`src/shared/afbo_pkg.sv`:
```
package afbo_pkg;
    // apb register offsets (byte addresses)
    localparam logic [7:0] afbo_reg_ctrl   = 8'h00;
    localparam logic [7:0] afbo_reg_addr   = 8'h04;
    localparam logic [7:0] afbo_reg_wdata  = 8'h08;
    localparam logic [7:0] afbo_reg_rdata  = 8'h0c;
    localparam logic [7:0] afbo_reg_status = 8'h10;
    localparam logic [7:0] afbo_reg_page   = 8'h14;
    // control register field positions
    localparam int afbo_ctrl_go_bit     = 0;
    localparam int afbo_ctrl_write_bit  = 1;
    localparam int afbo_ctrl_page_bit   = 2;
    localparam int afbo_ctrl_upper_bit  = 3;
    localparam int afbo_ctrl_wprot_bit  = 4;
    localparam int afbo_ctrl_accel_bit  = 5;
    localparam int afbo_ctrl_hwrst_bit  = 6;
    localparam int afbo_ctrl_dual_bit   = 7;
    // status register field positions
    localparam int afbo_stat_busy_bit   = 0;
    localparam int afbo_stat_rdy_bit    = 1;
    localparam int afbo_stat_bank_lsb   = 2;
    // widths
    localparam int afbo_addr_w = 23;
    localparam int afbo_data_w = 16;
    localparam int afbo_page_words = 8;
    // timing in ns and derived cycles at 50 mhz
    localparam int afbo_clk_period_ns   = 20;
    localparam int random_access_time   = 70;
    localparam int page_access_time     = 30;
    localparam int afbo_write_pulse_ns  = 40;
    localparam int afbo_recover_ns      = 30;
    localparam int afbo_reset_pulse_ns  = 500;
    localparam int afbo_reset_high_ns   = 200;
    localparam logic [4:0] afbo_acc_cyc =
        5'((random_access_time + afbo_clk_period_ns - 1) / afbo_clk_period_ns);
    localparam logic [4:0] afbo_pacc_cyc =
        5'((page_access_time + afbo_clk_period_ns - 1) / afbo_clk_period_ns);
    localparam logic [4:0] afbo_wp_cyc =
        5'((afbo_write_pulse_ns + afbo_clk_period_ns - 1) / afbo_clk_period_ns);
    localparam logic [4:0] afbo_rec_cyc =
        5'((afbo_recover_ns + afbo_clk_period_ns - 1) / afbo_clk_period_ns);
    localparam logic [4:0] afbo_rp_cyc =
        5'((afbo_reset_pulse_ns + afbo_clk_period_ns - 1) / afbo_clk_period_ns);
    localparam logic [4:0] afbo_rh_cyc =
        5'((afbo_reset_high_ns + afbo_clk_period_ns - 1) / afbo_clk_period_ns);
    // reset values
    localparam logic [31:0] afbo_ctrl_reset = 32'h0000_0000;
    // bus sequencer states
    typedef enum logic [6:0] {
        afbo_idle   = 7'h01,
        afbo_rd_acc = 7'h02,
        afbo_wr_set = 7'h04,
        afbo_wr_pul = 7'h08,
        afbo_wr_rec = 7'h10,
        afbo_rst_lo = 7'h20,
        afbo_rst_hi = 7'h40
    } afbo_state_type;
endpackage

```
`src/core/afbo_bank_decode.sv`:
```
`timescale 1ns/10ps
module afbo_bank_decode
    import afbo_pkg::*;
(
    input  wire logic [2:0] top_bits,
    input  wire logic       dual_mode,
    input  wire logic       upper_sel,
    output logic      [1:0] bank
);
    // bank index 0..3 from top address bits for either select variant
    always_comb
    begin
        if (!dual_mode)
        begin
            case (top_bits)
                3'h0:    bank = 2'h0;
                3'h7:    bank = 2'h3;
                3'h1, 3'h2, 3'h3: bank = 2'h1;
                default: bank = 2'h2;
            endcase
        end
        else if (!upper_sel)
            bank = (top_bits[1:0] == 2'h3) ? 2'h1 : 2'h0;
        else
            bank = (top_bits[1:0] == 2'h0) ? 2'h2 : 2'h3;
    end
endmodule

```
`src/core/afbo_page_cache.sv`:
```
`timescale 1ns/10ps
module afbo_page_cache
    import afbo_pkg::*;
(
    input  wire logic        core_clk,
    input  wire logic        wr_en,
    input  wire logic [2:0]  wr_idx,
    input  wire logic [15:0] wr_data,
    input  wire logic [2:0]  rd_idx,
    output logic      [15:0] rd_data
);
    logic [15:0] mem [afbo_page_words];
    // store words captured at the end of every read, page mode or not, registered read port
    always_ff @(posedge core_clk)
    begin
        if (wr_en)
            mem[wr_idx] <= wr_data;
        rd_data <= mem[rd_idx];
    end
endmodule

```
`src/core/afbo_host.sv`:
```
`timescale 1ns/10ps
// Function
// - read: gate and select low, strobe high
// - never both selects low together
// - write: strobe and select low, gate high
// - hold protect high for boot writes
module afbo_host
    import afbo_pkg::*;
(
    input  wire logic        core_clk,
    input  wire logic        reset,
    input  wire logic        psel,
    input  wire logic        penable,
    input  wire logic        pwrite,
    input  wire logic [7:0]  paddr,
    input  wire logic [31:0] pwdata,
    output logic      [31:0] prdata,
    output logic             pready,
    output logic             pslverr,
    output logic [22:0]      flash_addr,
    output logic [15:0]      dq_out,
    output logic             dq_oe_n,
    input  wire logic [15:0] dq_in,
    output logic             chip_select_n,
    output logic             lower_half_select_n,
    output logic             upper_half_select_n,
    output logic             output_gate_n,
    output logic             write_strobe_n,
    output logic             hw_reset_n,
    output logic             protect_accel_in,
    output logic             accel_voltage,
    input  wire logic        ready_busy_n
);
    import afbo_pkg::*;

    afbo_state_type state;
    afbo_state_type next_state;
    logic [31:0] ctrl;
    logic [22:0] addr_reg;
    logic [15:0] wdata_reg;
    logic [15:0] rdata_reg;
    logic [4:0]  cnt;
    logic        busy;
    logic        page_valid;
    logic [19:0] page_tag;
    logic [1:0]  bank;
    logic        go;
    logic        apb_wr;
    logic        rdy_s;
    logic [15:0] cache_q;
    logic        cache_we;
    logic        acc_done;
    logic [31:0] live_ctrl;

    assign apb_wr = psel && penable && pwrite;
    assign go = apb_wr && (paddr == afbo_reg_ctrl) && pwdata[afbo_ctrl_go_bit] && !busy;
    assign acc_done = (cnt == 5'h00);
    // control word in force: the one being written on a go edge, else the stored one
    assign live_ctrl = go ? pwdata : ctrl;

    afbo_bank_decode u_bank (
        .top_bits  (addr_reg[22:20]),
        .dual_mode (ctrl[afbo_ctrl_dual_bit]),
        .upper_sel (ctrl[afbo_ctrl_upper_bit]),
        .bank      (bank)
    );

    afbo_page_cache u_cache (
        .core_clk (core_clk),
        .wr_en    (cache_we),
        .wr_idx   (addr_reg[2:0]),
        .wr_data  (dq_in),
        .rd_idx   (addr_reg[2:0]),
        .rd_data  (cache_q)
    );

    // apb slave: zero wait state, registers written in access phase
    always_ff @(posedge core_clk)
    begin
        if (reset)
        begin
            ctrl      <= afbo_ctrl_reset;
            addr_reg  <= 23'h000000;
            wdata_reg <= 16'h0000;
        end
        else if (apb_wr && !busy)
        begin
            case (paddr)
                afbo_reg_ctrl:  ctrl <= pwdata;
                afbo_reg_addr:  addr_reg <= pwdata[22:0];
                afbo_reg_wdata: wdata_reg <= pwdata[15:0];
                default: ;
            endcase
        end
        else if (apb_wr && paddr == afbo_reg_ctrl)
            ctrl <= {ctrl[31:1], 1'b0};
    end

    // apb read mux and response
    always_ff @(posedge core_clk)
    begin
        if (reset)
        begin
            prdata  <= 32'h0000_0000;
            pready  <= 1'b0;
            pslverr <= 1'b0;
        end
        else
        begin
            pready  <= psel && !penable;
            pslverr <= psel && !penable && (paddr > afbo_reg_page || paddr[1:0] != 2'h0);
            case (paddr)
                afbo_reg_ctrl:   prdata <= ctrl;
                afbo_reg_addr:   prdata <= {9'h000, addr_reg};
                afbo_reg_wdata:  prdata <= {16'h0000, wdata_reg};
                afbo_reg_rdata:  prdata <= {16'h0000, rdata_reg};
                afbo_reg_status: prdata <= {28'h0000000, bank, rdy_s, busy};
                afbo_reg_page:   prdata <= {11'h000, page_valid, page_tag};
                default:         prdata <= 32'h0000_0000;
            endcase
        end
    end

    // ready/busy sampled for status; device holds it low while busy
    always_ff @(posedge core_clk)
    begin
        if (reset)
            rdy_s <= 1'b1;
        else
            rdy_s <= ready_busy_n;
    end

    // bus sequencer transitions
    always_comb
    begin
        next_state = state;
        case (state)
            afbo_idle:
                if (go && pwdata[afbo_ctrl_hwrst_bit])
                    next_state = afbo_rst_lo;
                else if (go && pwdata[afbo_ctrl_write_bit])
                    next_state = afbo_wr_set;
                else if (go)
                    next_state = afbo_rd_acc;
            afbo_rd_acc: if (acc_done) next_state = afbo_idle;
            afbo_wr_set: next_state = afbo_wr_pul;
            afbo_wr_pul: if (acc_done) next_state = afbo_wr_rec;
            afbo_wr_rec: if (acc_done) next_state = afbo_idle;
            afbo_rst_lo: if (acc_done) next_state = afbo_rst_hi;
            afbo_rst_hi: if (acc_done) next_state = afbo_idle;
            default: next_state = afbo_idle;
        endcase
    end

    always_ff @(posedge core_clk)
    begin
        if (reset)
            state <= afbo_idle;
        else
            state <= next_state;
    end

    assign busy = (state != afbo_idle);

    // wait counter; page hits use the short access time
    always_ff @(posedge core_clk)
    begin
        if (reset)
            cnt <= 5'h00;
        else if (state == afbo_idle && go)
        begin
            if (pwdata[afbo_ctrl_hwrst_bit])
                cnt <= afbo_rp_cyc;
            else if (pwdata[afbo_ctrl_write_bit])
                cnt <= afbo_wp_cyc;
            else if (page_valid && page_tag == addr_reg[22:3])
                cnt <= afbo_pacc_cyc;
            else
                cnt <= afbo_acc_cyc;
        end
        else if (state == afbo_wr_pul && acc_done)
            cnt <= afbo_rec_cyc;
        else if (state == afbo_rst_lo && acc_done)
            cnt <= afbo_rh_cyc;
        else if (!acc_done)
            cnt <= cnt - 5'h01;
    end

    // page tracking: selects dropping or writes or reset end the page
    always_ff @(posedge core_clk)
    begin
        if (reset)
        begin
            page_valid <= 1'b0;
            page_tag   <= 20'h00000;
        end
        else if (state == afbo_rd_acc && acc_done)
        begin
            page_valid <= ctrl[afbo_ctrl_page_bit];
            page_tag   <= addr_reg[22:3];
        end
        else if (state == afbo_wr_set || state == afbo_rst_lo)
            page_valid <= 1'b0;
        else if (state == afbo_idle && !ctrl[afbo_ctrl_page_bit])
            page_valid <= 1'b0;
    end

    assign cache_we = (state == afbo_rd_acc) && acc_done;

    // read data capture at end of access time
    always_ff @(posedge core_clk)
    begin
        if (reset)
            rdata_reg <= 16'h0000;
        else if (cache_we)
            rdata_reg <= dq_in;
    end

    // pin drivers, all registered
    always_ff @(posedge core_clk)
    begin
        if (reset)
        begin
            flash_addr          <= 23'h000000;
            dq_out              <= 16'h0000;
            dq_oe_n             <= 1'b1;
            chip_select_n       <= 1'b1;
            lower_half_select_n <= 1'b1;
            upper_half_select_n <= 1'b1;
            output_gate_n       <= 1'b1;
            write_strobe_n      <= 1'b1;
            hw_reset_n          <= 1'b1;
            protect_accel_in    <= 1'b0;
            accel_voltage       <= 1'b0;
        end
        else
        begin
            flash_addr       <= addr_reg;
            protect_accel_in <= live_ctrl[afbo_ctrl_wprot_bit]
                                || live_ctrl[afbo_ctrl_accel_bit];
            accel_voltage    <= live_ctrl[afbo_ctrl_accel_bit];
            hw_reset_n       <= (next_state != afbo_rst_lo);
            case (next_state)
                afbo_rd_acc:
                begin
                    output_gate_n  <= 1'b0;
                    write_strobe_n <= 1'b1;
                    dq_oe_n        <= 1'b1;
                end
                afbo_wr_set, afbo_wr_rec:
                begin
                    output_gate_n  <= 1'b1;
                    write_strobe_n <= 1'b1;
                    dq_oe_n        <= 1'b0;
                    dq_out         <= wdata_reg;
                end
                afbo_wr_pul:
                begin
                    output_gate_n  <= 1'b1;
                    write_strobe_n <= 1'b0;
                    dq_oe_n        <= 1'b0;
                end
                default:
                begin
                    output_gate_n  <= 1'b1;
                    write_strobe_n <= 1'b1;
                    dq_oe_n        <= 1'b1;
                end
            endcase
            // selects held low through reads, writes and page runs, else released for standby;
            // a page read ending keeps them low so the open page is not lost
            if (next_state == afbo_rd_acc || next_state == afbo_wr_set
                || next_state == afbo_wr_pul || next_state == afbo_wr_rec
                || (next_state == afbo_idle && live_ctrl[afbo_ctrl_page_bit]
                    && (page_valid || state == afbo_rd_acc)))
            begin
                chip_select_n       <= live_ctrl[afbo_ctrl_dual_bit];
                lower_half_select_n <= !live_ctrl[afbo_ctrl_dual_bit]
                                       || live_ctrl[afbo_ctrl_upper_bit];
                upper_half_select_n <= !live_ctrl[afbo_ctrl_dual_bit]
                                       || !live_ctrl[afbo_ctrl_upper_bit];
            end
            else
            begin
                chip_select_n       <= 1'b1;
                lower_half_select_n <= 1'b1;
                upper_half_select_n <= 1'b1;
            end
        end
    end
endmodule

```
`config.mk`:
```
export PLATFORM = sky130hd
export DESIGN_NAME = afbo_host
export DESIGN_NICKNAME = d
export VERILOG_FILES = /design/src/shared/afbo_pkg.sv /design/src/core/afbo_bank_decode.sv /design/src/core/afbo_page_cache.sv /design/src/core/afbo_host.sv
export SDC_FILE = /design/constraint.sdc
export NUM_CORES = 1
export LEC_CHECK = 0
export ABC_AREA = 1
export BUFFER_PORTS_ARGS = -buffer_cell sky130_fd_sc_hd__buf_2
export CELL_PAD_IN_SITES_DETAIL_PLACEMENT = 1
export CELL_PAD_IN_SITES_GLOBAL_PLACEMENT = 2
export CORE_ASPECT_RATIO = 0.7
export CORE_MARGIN = 3
export CORE_UTILIZATION = 29
export DETAILED_ROUTE_END_ITERATION = 7
export PLACE_DENSITY = 0.72
export SYNTH_ARGS = -nofsm -noshare
export SYNTH_HDL_FRONTEND = slang
export SYNTH_SLANG_ARGS = --single-unit
```
`constraint.sdc`:
```
create_clock -name core_clk -period 1.5 [get_ports core_clk]
set_clock_uncertainty 0.05 [all_clocks]
set_input_delay 0.075 -clock core_clk [delete_from_list [all_inputs] [get_ports core_clk]]
set_output_delay 0.075 -clock core_clk [all_outputs]
set_load 0.005 [all_outputs]
```
After elaboration in Yosys (flattened, before gate mapping) --
Index checks and enable logic that the tools add are counted.
Word-level totals: input bits 62, register bits 203, logic and storage cells 133, output and inout bits 82
Cells by class: multiplexer cells 30, reduce and logical (&&, ||, !) cells 49, magnitude comparators 1, eq/ne operators 27, bitwise operators 1, add/subtract/negate cells 1
Operators by type and width (number):
- case mux 32 bit (6 select lines) | 1
- two-way mux 32 bit | 2
- two-way mux 7 bit | 6
- case mux 7 bit (5 select lines) | 1
- two-way mux 5 bit | 5
- == test 20 bit | 1
- logical AND 1 bit | 18
- == test 8 x 4 -> 1 bit (second input constant) | 2
- == test 8 x 5 -> 1 bit (second input constant) | 2
- == test 7 x 1 -> 1 bit (second input constant) | 2
- == test 7 x 2 -> 1 bit (second input constant) | 2
- == test 7 x 3 -> 1 bit (second input constant) | 2
- == test 7 x 4 -> 1 bit (second input constant) | 2
- == test 7 x 5 -> 1 bit (second input constant) | 2
- logical OR 1 bit | 10
- two-way mux 1 bit | 9
- OR reduction 3 bit | 3
- == test 8 x 3 -> 1 bit (second input constant) | 1
- > comparator 8 x 5 -> 1 bit (second input constant) | 1
- logical NOT 8 bit | 1
- two-way mux 8 bit | 1
- AND reduction 2 bit | 4
- == test 7 x 6 -> 1 bit (second input constant) | 1
- == test 7 bit (second input constant) | 1
- 20 further kinds | 29

Depth between registers and ports, before layout --
depth after elaboration 16, mapped depth 12, depth with buffers taken out 12

Cells and area by module --
Synthesis repeated with hierarchy kept, for this count alone.
Second synthesis, totals: cells, all modules 1011, area total of the unflattened synthesis 7920.1 um^2
By module, submodules not included:
- afbo_host | cells an instance 1000, times used 1, seq. area each 4063.9 um^2, area each 7873.8 um^2
- afbo_bank_decode | cells an instance 11, times used 1, seq. area each 0.0 um^2, area each 46.3 um^2

Least setup slack after synthesis --
OpenSTA, ideal clock, no wires.
kind reg-to-reg, from reg cnt[0], to reg page_tag[0], data arrival time 1.530 ns, stages on the path, launching flop included 11, path buffers 2, slack -0.208 ns, setup time 0.128 ns, data required time 1.322 ns, clock period less this slack 1.708 ns, cell sequence dfxtp_1 inv_1 ha_1 inv_1 nor2_1 nand2_1 inv_1 nand2_1 buf_2 clkbuf_1 a21oi_1
Between the ends: word-level cells in the longest chain between the ends 2
RTL lines:
- start, declared | line afbo_host.sv:42 | logic [4:0] cnt;
- start signal, assigned | line afbo_host.sv:173 | cnt <= afbo_rp_cyc;
- start signal, assigned | line afbo_host.sv:175 | cnt <= afbo_wp_cyc;
- start signal, assigned | line afbo_host.sv:177 | cnt <= afbo_pacc_cyc;
- logical NOT 5 bit | line afbo_host.sv:57 | assign acc_done = (cnt == 5'h00);
- logical AND 1 bit | line afbo_host.sv:197 | else if (state == afbo_rd_acc && acc_done)
- end signal, assigned | line afbo_host.sv:200 | page_tag <= addr_reg[22:3];
- end, declared | line afbo_host.sv:45 | logic [19:0] page_tag;
No other way between the ends. A chain may end at the register's enable or synchronous reset.

Worst setup path in the final report --
from reg state[2], to reg lower_half_select_n
Between the ends: word-level cells in the longest chain between the ends 14, elaborated cells on any way between the ends 37, classes of those cells 13 x eq/ne; 8 x mux; 1 x bitwise; 15 x reduce/logical
RTL lines:
- start, declared | line afbo_host.sv:36 | afbo_state_type state;
- start signal, assigned | line afbo_host.sv:158 | state <= afbo_idle;
- start signal, assigned | line afbo_host.sv:160 | state <= next_state;
- != test 7 x 1 -> 1 bit | line afbo_host.sv:163 | assign busy = (state != afbo_idle);
- logical NOT 1 bit | line afbo_host.sv:56 | assign go = apb_wr && (paddr == afbo_reg_ctrl) && pwdata[afbo_ctrl_go_bit] && !busy;
- logical AND 1 bit | line afbo_host.sv:56
- two-way mux 7 bit or logical AND 1 bit (tied branches) | line afbo_host.sv:143, afbo_host.sv:141
- two-way mux 7 bit | line afbo_host.sv:141 | else if (go && pwdata[afbo_ctrl_write_bit])
- two-way mux 7 bit | line afbo_host.sv:139 | if (go && pwdata[afbo_ctrl_hwrst_bit])
- case mux 7 bit (5 select lines) | line afbo_host.sv:137 | case (state)
- == test 7 x 2 -> 1 bit or == test 7 x 3 -> 1 bit (tied branches) | line afbo_host.sv:272 | if (next_state == afbo_rd_acc || next_state == afbo_wr_set
- logical OR 1 bit | line afbo_host.sv:272
- logical OR 1 bit (2 in series) | line afbo_host.sv:273 | || next_state == afbo_wr_pul || next_state == afbo_wr_rec
- logical OR 1 bit | line afbo_host.sv:274 | || (next_state == afbo_idle && live_ctrl[afbo_ctrl_page_bit]
- NOT 1 bit (no line)
- OR reduction 2 bit (no line)
- end signal, assigned | line afbo_host.sv:278 | lower_half_select_n <= !live_ctrl[afbo_ctrl_dual_bit]
- end, declared | line afbo_host.sv:25 | output logic lower_half_select_n,
Several ways; a longest one is shown, not always the timed one.

==> results.py <==
metrics = {
    "outcome": {
        "violations": "negative setup slack",
        "status": "finished with violations",
    },
    "drt": {
        "route.detailed.drc": 0,
        "wl_per_cell_um": 18.85,
        "routed_wirelength_mm": 31.09,
        "dr.pass1.iters": 6,
        "viasPerCell": 4.747,
        "first_iter_violations": 404,
        "ant_nets": 0,
        "via_count": 7828,
    },
    "clocking": {
        "cts_buffer_depth": 3,
        "clk_latency_ns": 0.51,
        "cts.sinks": 203,
        "cts_inserted_buffers": 22,
        "htree_num_levels": 1,
        "path_clk_slew_ns": 0.06,
        "cts_tree": "yes",
        "cts-root-buf": "clkbuf_16",
    },
    "yosys": {
        "synth_largest_area_cell": "dfxtp_1",
        "synth_area_sq_mm": 0.007754,
        "async_flop_share": 0,
        "netlist-cell-type-count": 37,
        "ys_ff_latch": 203,
        "synth.net_count": 1038,
        "ys_seq_area_frac": 0.5241,
        "synthTopCellsByArea": "dfxtp_1 (52%), a21oi_1 (6.9%), o21ai_0 (6.2%), inv_1 (6.1%), nor2_1 (6.1%)",
        "synth-edff-count": 0,
        "synth_common_cells": "dfxtp_1 (203), inv_1 (126), nor2_1 (125), a21oi_1 (107)",
        "synth_top_area_frac": 0.5241,
        "syn_inst": 974,
        "yosysMostFrequentCell": "dfxtp_1",
        "yosysWarnings": 0,
        "ys.flop_type": "dfxtp_1",
        "postSynthAreaPerCell_sq_um": 7.961,
    },
    "grt": {
        "grt-ovfl-total": 0,
        "grt_use_met3": 0.03532,
        "globalRouteMet1Util": 0.3187,
        "antenna_found_initial": 0,
        "grt_usage": 0.2049,
        "grt_max_degree": 84,
        "grt_pass1_wl_mm": 46.82,
        "grt_pass1_vias": 7927,
        "top_usage_layer": "met1",
        "met2_usage": 0.3002,
    },
    "worst_setup_path": {
        "rr_startpoint": "state[2]",
        "path_max_fanout": 5,
        "cp_data_arrival_time_ns": 2.09,
        "start_kind": "flip-flop",
        "end_kind": "flip-flop",
        "critical_path_class": "reg2reg",
        "cp-startpoint": "state[2]",
        "crit_required_ns": 1.82,
    },
    "power_and_ir_drop": {
        "p_leak_nw": 4.996,
        "powerDensity_mw_per_mm2": 1065,
        "peakVddDrop_v": 0.0006463,
        "power_mw": 12.60,
    },
    "timing": {
        "min_period_over_period": 1.180,
        "period_needed_ns": 1.770,
        "rsz0062_at_grt": "true",
        "hold_viol_final": 0,
        "slew_headroom": 0.6781,
        "finalSetupViolations": 142,
        "fin_tns_setup_ns": -19.37,
        "worst_slack_ns": -0.2703,
        "slew_violations": 0,
        "tightest_slew_ns": 0.4828,
        "fmax_mhz": 564.9,
    },
    "worst_hold_path": {
        "hold_path.startpoint": "paddr[6]",
        "min_path_type": "in2reg",
    },
    "floorplan": {
        "core_area_sq_mm": 0.02599,
        "io_pins": 144,
        "die_h_um": 142.8,
        "row_count": 49,
        "initial_core_util": 0.2983,
        "fp.dieW_um": 201.4,
        "dieArea_sq_mm": 0.02877,
    },
    "placed_design": {
        "detailed_place.area_sq_mm": 0.009633,
        "dp_slack_ns": -0.5514,
        "gp_congestion": 0.8123,
        "port_buffers": 143,
        "dpl.hpwl_mm": 20.82,
    },
    "final_layout": {
        "utilization": 0.4552,
        "diodes": 0,
        "final_layout_size_suffix_gt1_frac": 0.3421,
        "area_growth_pct": 52.62,
        "reg_top3": "ctrl: 32 flops, prdata: 32 flops",
        "final_area_sq_mm": 0.01183,
        "final_nets": 1341,
    },
    "run": {
        "maxCapViolCount": 0,
    },
}
## worst paths after layout
kind,to,slack (ns),cells past startpoint
hold reg to reg,prdata[24],0.40,2
setup / recovery,lower_half_select_n,-0.27,8
setup reg to reg,lower_half_select_n,-0.27,8
hold / removal,pslverr,0.03,5
## layer usage
layer | vias up | routed length [um]
met5 | - | 0
met4 | 0 | 419
met3 | 32 | 1659
met2 | 186 | 12670
met1 | 3762 | 16330
li1 | 3848 | -
## cells by family (layout without fill, tap and decap cells)
| group | Yosys count | in the layout | synth area share |
|---|---|---|---|
| xor+xnor | 11 | 11 | 0.01243 |
| fa+ha+maj | 2 | 2 | 0.003227 |
| simple gates | 277 | 277 | 0.1515 |
| buf+inv | 181 | 499 | 0.09295 |
| compound gates | 300 | 300 | 0.2158 |
| flops | 203 | 203 | 0.5241 |
## what timing repair did
| item | 4_1_cts | 5_1_grt |
|---|---|---|
| pin swaps | 14 | 28 |
| setup buffers | 9 | 14 |
| endpoints found under the hold margin | 94 | 0 |
| cloned | 3 | 4 |
| gates resized for setup | 79 | 111 |
| hold buffers | 52 | 0 |
| endpoints found under the setup margin | 144 | 146 |
## metrics by stage
step / hold slack [ns] / cells
finish: 0.02735 / 1649
global route: 0.03503 / 1649
CTS: 0.01233 / 1632
detailed placement: 0.2142 / 1529
global placement: 0.2125 / 1529
floorplan: 0.1040 / 974
## placed cells by master, fill, tap and decap left out, types with 6 or more instances in the layout
cell type / netlist / routed
buf_12: 0 / 13
o22ai_1: 31 / 30
clkbuf_16: 0 / 27
inv_1: 126 / 110
nor3_1: 8 / 6
clkbuf_1: 29 / 6
buf_2: 15 / 143
nand4_1: 8 / 8
o21ai_2: 0 / 18
a211oi_1: 30 / 25
nor2_1: 125 / 110
a21oi_2: 0 / 16
inv_2: 2 / 11
dlygate4sd3_1: 0 / 52
a31oi_1: 10 / 9
o21ai_0: 96 / 75
dfxtp_1: 203 / 195
nor2_4: 3 / 15
xnor2_1: 9 / 9
buf_6: 2 / 9
o21ai_1: 14 / 13
nand3_1: 26 / 17
a21oi_1: 107 / 91
nand2_2: 1 / 11
inv_4: 0 / 6
nand2_1: 96 / 77
nor2_2: 4 / 7
buf_4: 2 / 105
nand2_4: 1 / 7
nand3_2: 2 / 7
## worst max-delay path, cell delays in order (launching register included)
cell     delay [ns]
dfxtp_4        0.37
nor2_4         0.15
nand3_2        0.11
nor2_4         0.16
nand3_2        0.25
inv_1          0.20
a21oi_1        0.08
nor2_1         0.17
nand3_2        0.09
## where the power goes
part	total [mW]	switching [mW]	internal, mW	leakage, nW
sequential	5.48	0.0365	5.45	1.64
combinational	1.55	0.795	0.752	3.01
clock	5.57	2.30	3.26	0.346
## final cells by class
class,instances,area [sq um]
Multi-Input combinational cell,590,3497
Fill cell,3067,14160
Clock inverter,8,101.3
Sequential cell,203,4084
Timing Repair Buffer,330,2571
Tap cell,357,446.7
Clock buffer,31,625.6
Inverter,130,508.0
Power figures use the tool's default switching activity.
